<file path="config.mk">
export PLATFORM = sky130hd
export DESIGN_NAME = ptd_pulse_timing
export DESIGN_NICKNAME = d
export VERILOG_FILES = /design/src/ptd_pkg.sv /design/src/ptd_step_timer.sv /design/src/ptd_pulse_timing.sv
export SDC_FILE = /design/constraint.sdc
export NUM_CORES = 1
export LEC_CHECK = 0
export BUFFER_PORTS_ARGS = -buffer_cell sky130_fd_sc_hd__buf_2
export CAP_MARGIN = 20
export CORE_UTILIZATION = 40
export DETAILED_ROUTE_END_ITERATION = 8
export GPL_TIMING_DRIVEN = 0
export SETUP_SLACK_MARGIN = 0.05
export SLEW_MARGIN = 10
export SYNTH_ARGS = -nofsm -noshare
export SYNTH_HDL_FRONTEND = slang
export SYNTH_SLANG_ARGS = --single-unit
export TNS_END_PERCENT = 30
</file>
<file path="constraint.sdc">
create_clock -name core_clk -period 5.8 [get_ports core_clk]
set_clock_uncertainty 0.05 [all_clocks]
set_input_delay 0.87 -clock core_clk [delete_from_list [all_inputs] [get_ports core_clk]]
set_output_delay 0.87 -clock core_clk [all_outputs]
set_load 0.005 [all_outputs]
</file>
<file path="src/ptd_pkg.sv">
// Functional notes
// - separate unsigned 7-bit pulse threshold held for X, Y and Z.
// - threshold LSB is 0.063 g on fixed 8 g scale, range select ignored.
// - axis starts pulse detection only when its magnitude exceeds its threshold.
// - pulse qualifies if it falls below threshold within time-limit count times step.
// - time-limit and latency counters are 8 bits; longest interval is step times 255.
// - time-limit step with high-pass on follows the per-rate, per-mode table.
// - time-limit step with high-pass off follows its own smaller table.
// - after a detected pulse, new pulse starts ignored for latency count times step.
// - latency step with high-pass on is twice the matching time-limit step.
// - latency step with high-pass off is twice the matching time-limit step.
// - 400 Hz normal, high-pass off, time-limit ticks every 0.625 ms.
// - hybrid mode halves the effective rate, doubling every step.
// - second-pulse window starts counting when latency interval ends.
`default_nettype none
package ptd_pkg;

  // register offsets on the serial register port
  localparam logic [7:0] PTD_OFF_THRESH_X = 8'h23;
  localparam logic [7:0] PTD_OFF_THRESH_Y = 8'h24;
  localparam logic [7:0] PTD_OFF_THRESH_Z = 8'h25;
  localparam logic [7:0] PTD_OFF_TMLT     = 8'h26;
  localparam logic [7:0] PTD_OFF_LTCY     = 8'h27;

  // reset values and field layout
  localparam logic [6:0] PTD_THRESH_RST = 7'h00;
  localparam logic [7:0] PTD_COUNT_RST  = 8'h00;
  localparam int         PTD_THRESH_W   = 7;
  localparam int         PTD_COUNT_W    = 8;
  localparam int         PTD_MULT_W     = 12;
  localparam logic [7:0] PTD_COUNT_MAX  = 8'hFF;

  // smallest step, in ns, and clock period; every step is a multiple of it
  localparam int PTD_BASE_STEP_NS = 625000;
  localparam int PTD_CLK_NS       = 100;
  localparam int PTD_BASE_CYCLES  = PTD_BASE_STEP_NS / PTD_CLK_NS;

  // rate select: 0=800,1=400,2=200,3=100,4=50,5=12.5,6=6.25,7=1.56 Hz
  localparam logic [2:0] PTD_ODR_800  = 3'h0;
  localparam logic [2:0] PTD_ODR_50   = 3'h4;
  localparam logic [2:0] PTD_ODR_12P5 = 3'h5;

  typedef enum logic [1:0] {
    PTD_OS_NORMAL = 2'h0,
    PTD_OS_LOW_POWER_LOW_NOISE_MODE   = 2'h1,
    PTD_OS_HIRES  = 2'h2,
    PTD_OS_LOWPWR = 2'h3
  } ptd_os_mode_t;

  typedef enum logic [1:0] {
    PTD_ST_IDLE    = 2'h0,
    PTD_ST_HIGH    = 2'h1,
    PTD_ST_LATENCY = 2'h3
  } ptd_axis_state_t;

  // mode configuration seen by the timing logic
  typedef struct packed {
    logic [2:0]   odrSel;
    ptd_os_mode_t osMode;
    logic         hpfEnable;
    logic         hybridMode;
  } ptd_mode_cfg_t;

  // one acceleration sample, 8 g scale, signed
  typedef struct packed {
    logic       valid;
    logic [7:0] x;
    logic [7:0] y;
    logic [7:0] z;
  } ptd_sample_t;

  // per-axis detector state
  typedef struct packed {
    ptd_axis_state_t state;
    logic [7:0]      count;
  } ptd_axis_t;

  // time-limit step in units of 0.625 ms
  function automatic logic [PTD_MULT_W-1:0] ptd_tmlt_units(input ptd_mode_cfg_t cfg);
    logic [PTD_MULT_W-1:0] u;
    logic                  fast;
    u    = 12'h001;
    fast = (cfg.odrSel <= PTD_ODR_50);
    if (cfg.hpfEnable) begin
      case (cfg.osMode)
        PTD_OS_HIRES:  u = (cfg.odrSel == PTD_ODR_800) ? 12'h002 : 12'h004;
        PTD_OS_LOW_POWER_LOW_NOISE_MODE:   u = fast ? (12'h002 << cfg.odrSel) : 12'h080;
        PTD_OS_LOWPWR: u = fast ? (12'h002 << cfg.odrSel) :
                           (cfg.odrSel == PTD_ODR_12P5) ? 12'h080 : 12'h100;
        default:       u = fast ? (12'h002 << cfg.odrSel) : 12'h020;
      endcase
    end else begin
      case (cfg.osMode)
        PTD_OS_HIRES:  u = 12'h001;
        PTD_OS_LOWPWR: u = fast ? (12'h001 << cfg.odrSel) : 12'h040;
        PTD_OS_LOW_POWER_LOW_NOISE_MODE:   u = (cfg.odrSel == PTD_ODR_800) ? 12'h001 :
                           fast ? (12'h001 << (cfg.odrSel - 3'h1)) : 12'h020;
        default:       u = (cfg.odrSel == PTD_ODR_800) ? 12'h001 :
                           fast ? (12'h001 << (cfg.odrSel - 3'h1)) : 12'h008;
      endcase
    end
    if (cfg.hybridMode) begin
      u = u << 1;
    end
    return u;
  endfunction

  // latency step is twice the time-limit step in every mode
  function automatic logic [PTD_MULT_W-1:0] ptd_ltcy_units(input ptd_mode_cfg_t cfg);
    return ptd_tmlt_units(cfg) << 1;
  endfunction

  // magnitude of a signed sample, 0..128
  function automatic logic [7:0] ptd_abs(input logic [7:0] s);
    return s[7] ? (~s + 8'h01) : s;
  endfunction

endpackage
`default_nettype wire

</file>
<file path="src/ptd_step_timer.sv">
`timescale 1ns/1ps
`default_nettype none
module ptd_step_timer #(
  parameter int BASE_CYCLES = ptd_pkg::PTD_BASE_CYCLES
) (
  // clock and reset
  input  wire logic                             core_clk,
  input  wire logic                             rst_n,
  // step length in base units
  input  wire logic [ptd_pkg::PTD_MULT_W-1:0]   stepUnits,
  // one-cycle pulse per step
  output logic                                  stepTick
);

  typedef struct packed {
    logic [15:0]                    baseCount;
    logic [ptd_pkg::PTD_MULT_W-1:0] unitCount;
    logic                           tick;
  } ptd_timer_state_t;

  localparam logic [15:0] BASE_LAST = 16'(BASE_CYCLES - 1);

  ptd_timer_state_t st;
  ptd_timer_state_t next_st;

  // base prescaler then step divider; a mode change takes effect at the next base unit, even in the middle of a step
  always_comb begin
    next_st      = st;
    next_st.tick = 1'b0;
    if (st.baseCount >= BASE_LAST) begin
      next_st.baseCount = 16'h0000;
      if (st.unitCount + 12'h001 >= stepUnits) begin
        next_st.unitCount = '0;
        next_st.tick      = 1'b1;
      end else begin
        next_st.unitCount = st.unitCount + 12'h001;
      end
    end else begin
      next_st.baseCount = st.baseCount + 16'h0001;
    end
  end

  always_ff @(posedge core_clk or negedge rst_n) begin
    if (!rst_n) begin
      st <= '0;
    end else begin
      st <= next_st;
    end
  end

  assign stepTick = st.tick;

endmodule // ptd_step_timer
`default_nettype wire

</file>
<file path="src/ptd_pulse_timing.sv">
`timescale 1ns/1ps
`default_nettype none
module ptd_pulse_timing #(
  parameter int BASE_CYCLES = ptd_pkg::PTD_BASE_CYCLES
) (
  // clock and reset
  input  wire logic                  core_clk,
  input  wire logic                  rst_n,
  // register port
  input  wire logic [7:0]            regAddr,
  input  wire logic                  regWrite,
  input  wire logic [7:0]            regWdata,
  output logic [7:0]                 regRdata,
  // mode and samples
  input  wire ptd_pkg::ptd_mode_cfg_t modeCfg,
  input  wire ptd_pkg::ptd_sample_t  sample,
  // per-axis results, bit 0 = X
  output logic [2:0]                 pulseDetected,
  output logic [2:0]                 pulseNegative,
  output logic [2:0]                 latencyActive,
  output logic [2:0]                 windowStart
);

  typedef struct packed {
    logic [2:0][ptd_pkg::PTD_THRESH_W-1:0] thresh;
    logic [7:0]                            timeLimit;
    logic [7:0]                            latency;
    logic [7:0]                            rdata;
    ptd_pkg::ptd_axis_t [2:0]              axis;
    logic [2:0]                            detected;
    logic [2:0]                            negative;
    logic [2:0]                            blanking;
    logic [2:0]                            winStart;
  } ptd_top_state_t;

  ptd_top_state_t st;
  ptd_top_state_t next_st;
  logic           tmltTick;
  logic           ltcyTick;
  logic [2:0][7:0] axisVal;

  // separate step dividers so each counter sees its own step length
  ptd_step_timer #(.BASE_CYCLES(BASE_CYCLES)) u_tmlt_timer (
    .core_clk  (core_clk),
    .rst_n     (rst_n),
    .stepUnits (ptd_pkg::ptd_tmlt_units(modeCfg)),
    .stepTick  (tmltTick)
  );

  ptd_step_timer #(.BASE_CYCLES(BASE_CYCLES)) u_ltcy_timer (
    .core_clk  (core_clk),
    .rst_n     (rst_n),
    .stepUnits (ptd_pkg::ptd_ltcy_units(modeCfg)),
    .stepTick  (ltcyTick)
  );

  // one driver for the whole axis array, X in the low slot
  assign axisVal = {sample.z, sample.y, sample.x};

  // register access, then one detector per axis
  always_comb begin
    logic [7:0] mag;
    logic       above;
    mag     = 8'h00;
    above   = 1'b0;
    next_st = st;

    // writes; bit 7 of a threshold is not stored
    if (regWrite) begin
      case (regAddr)
        ptd_pkg::PTD_OFF_THRESH_X: next_st.thresh[0] = regWdata[6:0];
        ptd_pkg::PTD_OFF_THRESH_Y: next_st.thresh[1] = regWdata[6:0];
        ptd_pkg::PTD_OFF_THRESH_Z: next_st.thresh[2] = regWdata[6:0];
        ptd_pkg::PTD_OFF_TMLT:     next_st.timeLimit = regWdata;
        ptd_pkg::PTD_OFF_LTCY:     next_st.latency   = regWdata;
        default: ;
      endcase
    end

    // read data registered one cycle after the address; unmapped reads zero
    case (regAddr)
      ptd_pkg::PTD_OFF_THRESH_X: next_st.rdata = {1'b0, st.thresh[0]};
      ptd_pkg::PTD_OFF_THRESH_Y: next_st.rdata = {1'b0, st.thresh[1]};
      ptd_pkg::PTD_OFF_THRESH_Z: next_st.rdata = {1'b0, st.thresh[2]};
      ptd_pkg::PTD_OFF_TMLT:     next_st.rdata = st.timeLimit;
      ptd_pkg::PTD_OFF_LTCY:     next_st.rdata = st.latency;
      default:                   next_st.rdata = 8'h00;
    endcase

    next_st.detected = 3'b000;
    next_st.winStart = 3'b000;

    for (int a = 0; a < 3; a++) begin
      // sample is already on the fixed 8 g scale, so no range select enters here
      mag   = ptd_pkg::ptd_abs(axisVal[a]);
      above = (mag > {1'b0, st.thresh[a]});
      case (st.axis[a].state)
        ptd_pkg::PTD_ST_IDLE: begin
          if (sample.valid && above) begin
            next_st.axis[a].state = ptd_pkg::PTD_ST_HIGH;
            next_st.axis[a].count = ptd_pkg::PTD_COUNT_RST;
            next_st.negative[a]   = axisVal[a][7];
          end
        end
        ptd_pkg::PTD_ST_HIGH: begin
          if (sample.valid && !above) begin
            if (st.axis[a].count < st.timeLimit) begin
              next_st.detected[a]   = 1'b1;
              next_st.blanking[a]   = 1'b1;
              next_st.axis[a].state = ptd_pkg::PTD_ST_LATENCY;
              next_st.axis[a].count = ptd_pkg::PTD_COUNT_RST;
            end else begin
              next_st.axis[a].state = ptd_pkg::PTD_ST_IDLE;
            end
          end else if (st.axis[a].count >= st.timeLimit) begin
            // too long: drop the candidate; the next valid sample above threshold starts a new one
            next_st.axis[a].state = ptd_pkg::PTD_ST_IDLE;
          end else if (tmltTick && st.axis[a].count != ptd_pkg::PTD_COUNT_MAX) begin
            next_st.axis[a].count = st.axis[a].count + 8'h01;
          end
        end
        ptd_pkg::PTD_ST_LATENCY: begin
          // new starts ignored here on purpose
          if (st.axis[a].count >= st.latency) begin
            next_st.axis[a].state = ptd_pkg::PTD_ST_IDLE;
            next_st.blanking[a]   = 1'b0;
            next_st.winStart[a]   = 1'b1;
          end else if (ltcyTick && st.axis[a].count != ptd_pkg::PTD_COUNT_MAX) begin
            next_st.axis[a].count = st.axis[a].count + 8'h01;
          end
        end
        default: begin
          next_st.axis[a].state = ptd_pkg::PTD_ST_IDLE;
          next_st.blanking[a]   = 1'b0;
        end
      endcase
    end
  end

  always_ff @(posedge core_clk or negedge rst_n) begin
    if (!rst_n) begin
      st <= '0;
    end else begin
      st <= next_st;
    end
  end

  // outputs straight from state flops
  assign regRdata      = st.rdata;
  assign pulseDetected = st.detected;
  assign pulseNegative = st.negative;
  assign latencyActive = st.blanking;
  assign windowStart   = st.winStart;

endmodule // ptd_pulse_timing
`default_nettype wire

</file>
== Word level (Yosys, flattened, before mapping) ==
Cells that the tools add are included.
Widths: inputs -> output; s select.

* Bits in registers: 145
* Input port bits: 51
* Output and inout bits: 20
* Logic and storage cells: 239

* Add/sub/neg operators: 11
* Order comparisons: 17
* Eq/ne operators: 48
* Shift operators: 3
* Multiplexer cells: 89
* Bitwise gates (word level): 6
* Reductions and logical operators: 39

{| class="wikitable"
|+ Operators by type and width
! kind !! number
|-
| $mux 12 || 12
|-
| $mux 8 || 18
|-
| $pmux 12 s3 || 2
|-
| $pmux 8 s3 || 3
|-
| $mux 10 || 6
|-
| $add 8x1->8 const B || 6
|-
| $ge 8x8->1 || 6
|-
| $eq 8x6->1 const B || 5
|-
| $pmux 8 s5 || 1
|-
| $ne 2x2->1 const B || 18
|-
| $ne 3x3->1 const B || 12
|-
| $add 16x1->16 const B || 2
|-
| $ge 16x13->1 const B || 2
|-
| $mux 16 || 2
|-
| $mux 1 || 28
|-
| $add 12x1->12 const B || 2
|-
| $ge 12x12->1 || 2
|-
| $gt 8x7->1 || 3
|-
| $lt 8x8->1 || 3
|-
| $ne 8x8->1 const B || 3
|-
| $not 8->8 || 3
|-
| $shl 1x3->12 const A || 2
|-
| $reduce_and 7->1 || 3
|-
| $mux 2 || 9
|-
| 19 further kinds || 60
|}

== Longest topological paths before layout ==
* Depth in word-level cells: 10
* Mapped depth: 16
* Gate-level depth less buffers: 14

== Modules after synthesis ==
Synthesis repeated with hierarchy kept, for this count alone.

* Cell total of the unflattened synthesis: 1,169
* Area total of the unflattened synthesis: 10,281.1 sq um

{| class="wikitable"
|+ By module, submodules not included
! module !! times used !! cells an instance !! area each (sq um)
|-
| ptd_pulse_timing || 1 || 787 || 6,740.2
|-
| ptd_step_timer || 2 || 191 || 1,770.4
|}

== Worst setup path before layout ==
Ideal clock, no wire load.

* Path type: input to register
* Start: input port sample[5] (netlist name)
* End: register st[39] (netlist name)
* Setup time: 95 ps
* Arrival: 3,562 ps
* Required time: 5,655 ps
* Slack: 2,093 ps
* Cell stages on the path: 14
* Path buffers: 2
* Cell sequence: nor4_1 nand2_1 nand2_1 xnor2_1 ha_1 a21oi_1 and3_1 a21oi_2 or4_4 o311a_1 buf_6 or3_1 buf_2 o31ai_1

* Word-level cells in the longest chain between the ends: 8

{| class="wikitable"
|+ Ends and longest elaborated chain
! item !! RTL line !! RTL
|-
| start, declared || ptd_pulse_timing.sv:16 || <nowiki>input wire ptd_pkg::ptd_sample_t sample,</nowiki>
|-
| $not 8->8 || ptd_pkg.sv:115 || <nowiki>return s[7] ? (~s + 8'h01) : s;</nowiki>
|-
| $add 8x1->8 || ptd_pkg.sv:115 ||
|-
| $mux 8 (*) || ptd_pkg.sv:115 ||
|-
| $gt 8x7->1 (*) || ptd_pulse_timing.sv:96 || <nowiki>above = (mag > {1'b0, st.thresh[a]});</nowiki>
|-
| $logic_not 1->1 || ptd_pulse_timing.sv:106 || <nowiki>if (sample.valid && !above) begin</nowiki>
|-
| $logic_and 1x1->1 || ptd_pulse_timing.sv:106 ||
|-
| $ne 3x3->1 (no source line) or $mux 10 (tied branches) || - ||
|-
| $reduce_and 7->1 (no source line) or $pmux 8 s3 (tied branches) || - ||
|-
| end signal, assigned || ptd_pulse_timing.sv:144 || <nowiki>st <= next_st;</nowiki>
|-
| end, declared || ptd_pulse_timing.sv:36 || <nowiki>ptd_top_state_t st;</nowiki>
|}

Every way passes the cells marked *; elsewhere a longest branch is shown, timed or not.
A chain may end at the register's enable or synchronous reset.

== Final worst setup path ==
* Start: input port modeCfg[2] (netlist name)
* End: register u_ltcy_timer.st[6] (netlist name)

* Word-level cells in the longest chain between the ends: 6

{| class="wikitable"
|+ Ends and longest elaborated chain
! item !! RTL line !! RTL
|-
| start, declared || ptd_pulse_timing.sv:15 || <nowiki>input wire ptd_pkg::ptd_mode_cfg_t modeCfg,</nowiki>
|-
| $eq 2x1->1 or $eq 2x2->1 (tied branches) || ptd_pkg.sv:85, ptd_pkg.sv:93 ||
|-
| $pmux 12 s3, on equally long branches || - ||
|-
| $mux 12 (*) || - ||
|-
| $mux 12 (*) || ptd_pkg.sv:102 || <nowiki>if (cfg.hybridMode) begin</nowiki>
|-
| $ge 12x12->1 (*) || ptd_step_timer.sv:32 || <nowiki>if (st.unitCount + 12'h001 >= stepUnits) begin</nowiki>
|-
| $mux 12 (*) || ptd_step_timer.sv:32 ||
|-
| end signal, assigned || ptd_step_timer.sv:47 || <nowiki>st <= next_st;</nowiki>
|-
| end, declared || ptd_step_timer.sv:23 || <nowiki>ptd_timer_state_t st;</nowiki>
|}

Marked as above.

==> flow_summary.json <==
{
  "syn-cell-area_sq_um": 10000,
  "firstDrtPassIters": 5,
  "layout_worst_path_cycle_share_pct": 68.5,
  "fillers": 2335,
  "synth_top_area_share_pct": 36.3,
  "critPathKind": "in2reg",
  "die_w_um": 160,
  "switching_power_w": 0.00116,
  "gp_congestion": 0.877,
  "seq_area_frac_synth_pct": 36.3,
  "synth_edf_count": 0,
  "gr-total-overflow": 0,
  "placed_cells": 1502,
  "yosysWarnings": 0,
  "finalHoldViolations": 0,
  "startpoint_type": "input pin",
  "p_clk_share_pct": 34.2,
  "maxSlewViolCount": 0,
  "switching_share_pct": 34.0,
  "ctsResizeCount": 0,
  "dp_hpwl_um": 17500,
  "routed_wl_um": 23300,
  "ys_types": 71,
  "cts_buffers": 17,
  "grt_pass1_wl_um": 39500,
  "finalSetupViolations": 0,
  "via_count": 8153,
  "grt_antenna_before_repair": 0,
  "drt_iter0_markers": 630,
  "syn2layout_area_growth_pct": 14.1,
  "fmax_mhz": 252,
  "p_total_w": 0.00343,
  "seq_area_sq_um": 3630,
  "cts_sinks": 145,
  "p_int_w": 0.00226,
  "required_ns": 6.08,
  "status": "complete, no violations",
  "max_slew_margin_pct": 40.4,
  "start_util_pct": 40.9,
  "syn_area_per_cell_sq_um": 9.06,
  "fin_util_pct": 46.7,
  "fp.dieH_um": 160,
  "dieArea_sq_um": 25700,
  "vdd_drop_max_mv": 0.221,
  "numPortBuffers": 66,
  "core_sq_um": 24500,
  "stdcell_count": 1534,
  "p_leak_nw": 5.40,
  "fin_nets": 1351,
  "clock_latency_ns": 0.44,
  "ys.flop_type": "dfrtp_1",
  "p_seq_share_pct": 36.1,
  "hold_path_class": "in2async",
  "p_per_area_nw_per_um2": 300,
  "yosys.area.top_type": "dfrtp_1",
  "clkTransAtPathRegs_ns": 0.07,
  "ant_nets": 0,
  "grt_max_degree": 74,
  "via_per_inst": 5.31,
  "row_count": 57,
  "end_kind": "register",
  "cts_tree": "built",
  "drive_gt1_share_pct": 13.8,
  "synth.area.top_cells": "dfrtp_1, ha_1, nand2_1",
  "htree_levels": 4,
  "antenna_cells": 0,
  "grt_pass1_vias": 7814,
  "hold_buffers": 0,
  "multi_input_area_sq_um": 5810,
  "pin_count": 71,
  "cp.arrival_ns": 4.25,
  "wl_per_cell_um": 15.2,
  "tightest_slew_ns": 0.882,
  "ys_seq_elements": 145,
  "cts_buffer_depth": 2,
  "rsz0062_at_grt": "no",
  "postCtsSetupBuffers": 0,
  "cts_root_buf": "clkbuf_16",
  "route.detailed.drc": 0,
  "p_comb_share_pct": 29.7,
  "finalSetupTns_ns": 0,
  "period_needed_ns": 3.97,
  "netlist_instances": 1105,
  "grt_usage_pct": 19.1,
  "async_flop_share_pct": 100,
  "crit_fanout": 10,
  "maxCapViolCount": 0
}
[cells in the mapped netlist (8+ instances only)]
master	count
a21o_1	10
a21oi_1	49
a221o_1	8
a22o_1	12
and2_1	10
and3_1	28
buf_4	20
clkbuf_1	21
dfrtp_1	145
ha_1	103
inv_1	73
mux2_2	28
mux2i_1	10
nand2_1	105
nand2b_1	20
nand3_1	38
nand4_1	14
nor2_1	93
nor2b_1	19
nor3_1	25
nor3b_1	8
nor4_1	8
o21ai_0	71
o22ai_1	10
o2bb2ai_1	12
o31ai_1	17
xnor2_1	33
xor2_1	21
[registers in the layout, summed over array words and instances, names as in the netlist]
name                   flops
u_tmlt_timer.st           28
pulseNegative              3
u_ltcy_timer.st           28
windowStart                3
regRdata                   8
pulseDetected              3
st                        67
u_ltcy_timer.stepTick      1
u_tmlt_timer.stepTick      1
latencyActive              3
[cell type report]
cell class / instances / share of cell area, %
plain buffers: 47 / 2.80
inverters: 73 / 2.40
flip-flops and latches: 145 / 31.8
well taps: 324 / 3.55
repair buffers: 68 / 3.25
clock buffers: 18 / 3.84
multi-input cells: 845 / 50.8
clock inverters: 14 / 1.58
[metrics by stage]
stage / hold WS, ns / instance area (sq um) / setup slack [ns]
after floorplan: 0.416 / 10000 / 2.09
after global placement: 0.441 / 10800 / 1.49
after detailed placement: 0.451 / 10800 / 1.41
after CTS: 0.374 / 11400 / 1.83
after global routing: 0.387 / 11400 / 1.43
final: 0.340 / 11400 / 1.83
[worst paths after layout]
check,from,end,slack [ns],cells after the start
max in group asynchronous,rst_n,st[34],4.60,2
worst max-delay path,modeCfg[2],u_ltcy_timer.st[6],1.83,16
worst min-delay path,rst_n,st[16],0.34,1
worst min register to register,u_tmlt_timer.st[25],u_tmlt_timer.st[25],0.45,2
worst max register to register,u_ltcy_timer.st[1],u_ltcy_timer.st[6],2.39,12
min in group core_clk,u_tmlt_timer.st[25],u_tmlt_timer.st[25],0.45,2
[worst max-delay path: stages]
cell and delay (ns):
clkbuf_1 0.29, nand2_1 0.16, nor3b_1 0.25, a21oi_1 0.07, o21ai_0 0.17, nand2b_1 0.10
nor2_1 0.09, a21oi_1 0.07, ha_1 0.31, a21boi_0 0.16, o21ai_0 0.10, a211o_1 0.26
o311ai_0 0.60, clkbuf_1 0.40, o21ai_0 0.15, a22o_1 0.20
[kinds of logic (layout without fill, tap and decap cells)]
logic type	after synthesis	count (layout)	synth area share [%]
AND/OR/NAND/NOR	390	390	19.2
flip-flops	145	145	36.3
buffers and inverters	120	220	5.94
adder cells (fa/ha/maj)	103	103	12.9
AO/OA/AOI/OAI	254	254	16.9
multiplexers	38	38	4.15
other	1	6	0.0375
XOR/XNOR	54	54	4.73
[placed cells by master (no fill, tap or decap), types with 19 or more instances in the layout]
cell type,count
a21oi_1,49
and3_1,28
buf_2,67
buf_4,20
clkbuf_1,21
dfrtp_1,145
ha_1,103
inv_1,73
mux2_2,28
nand2_1,105
nand2b_1,20
nand3_1,38
nor2_1,93
nor2b_1,19
nor3_1,25
o21ai_0,71
xnor2_1,33
xor2_1,21
[power groups by stage]
stage               combinational, W  clock, W  sequential (W)
floorplan                   0.000762         0         0.00121
detailed placement           0.00102         0         0.00125
finish                       0.00102   0.00117         0.00124
global route                 0.00117   0.00123         0.00126
CTS                          0.00102   0.00120         0.00124
global placement            0.000996         0         0.00125
[routing by layer]
layer,wire (um),track usage [%],share of wire (%)
met1,11300,26.2,49
met2,10700,30.5,46
met3,818,3.27,3.5
met4,397,5.76,1.7
met5,0,0,0
No activity file was read; power rests on OpenSTA's default activity.
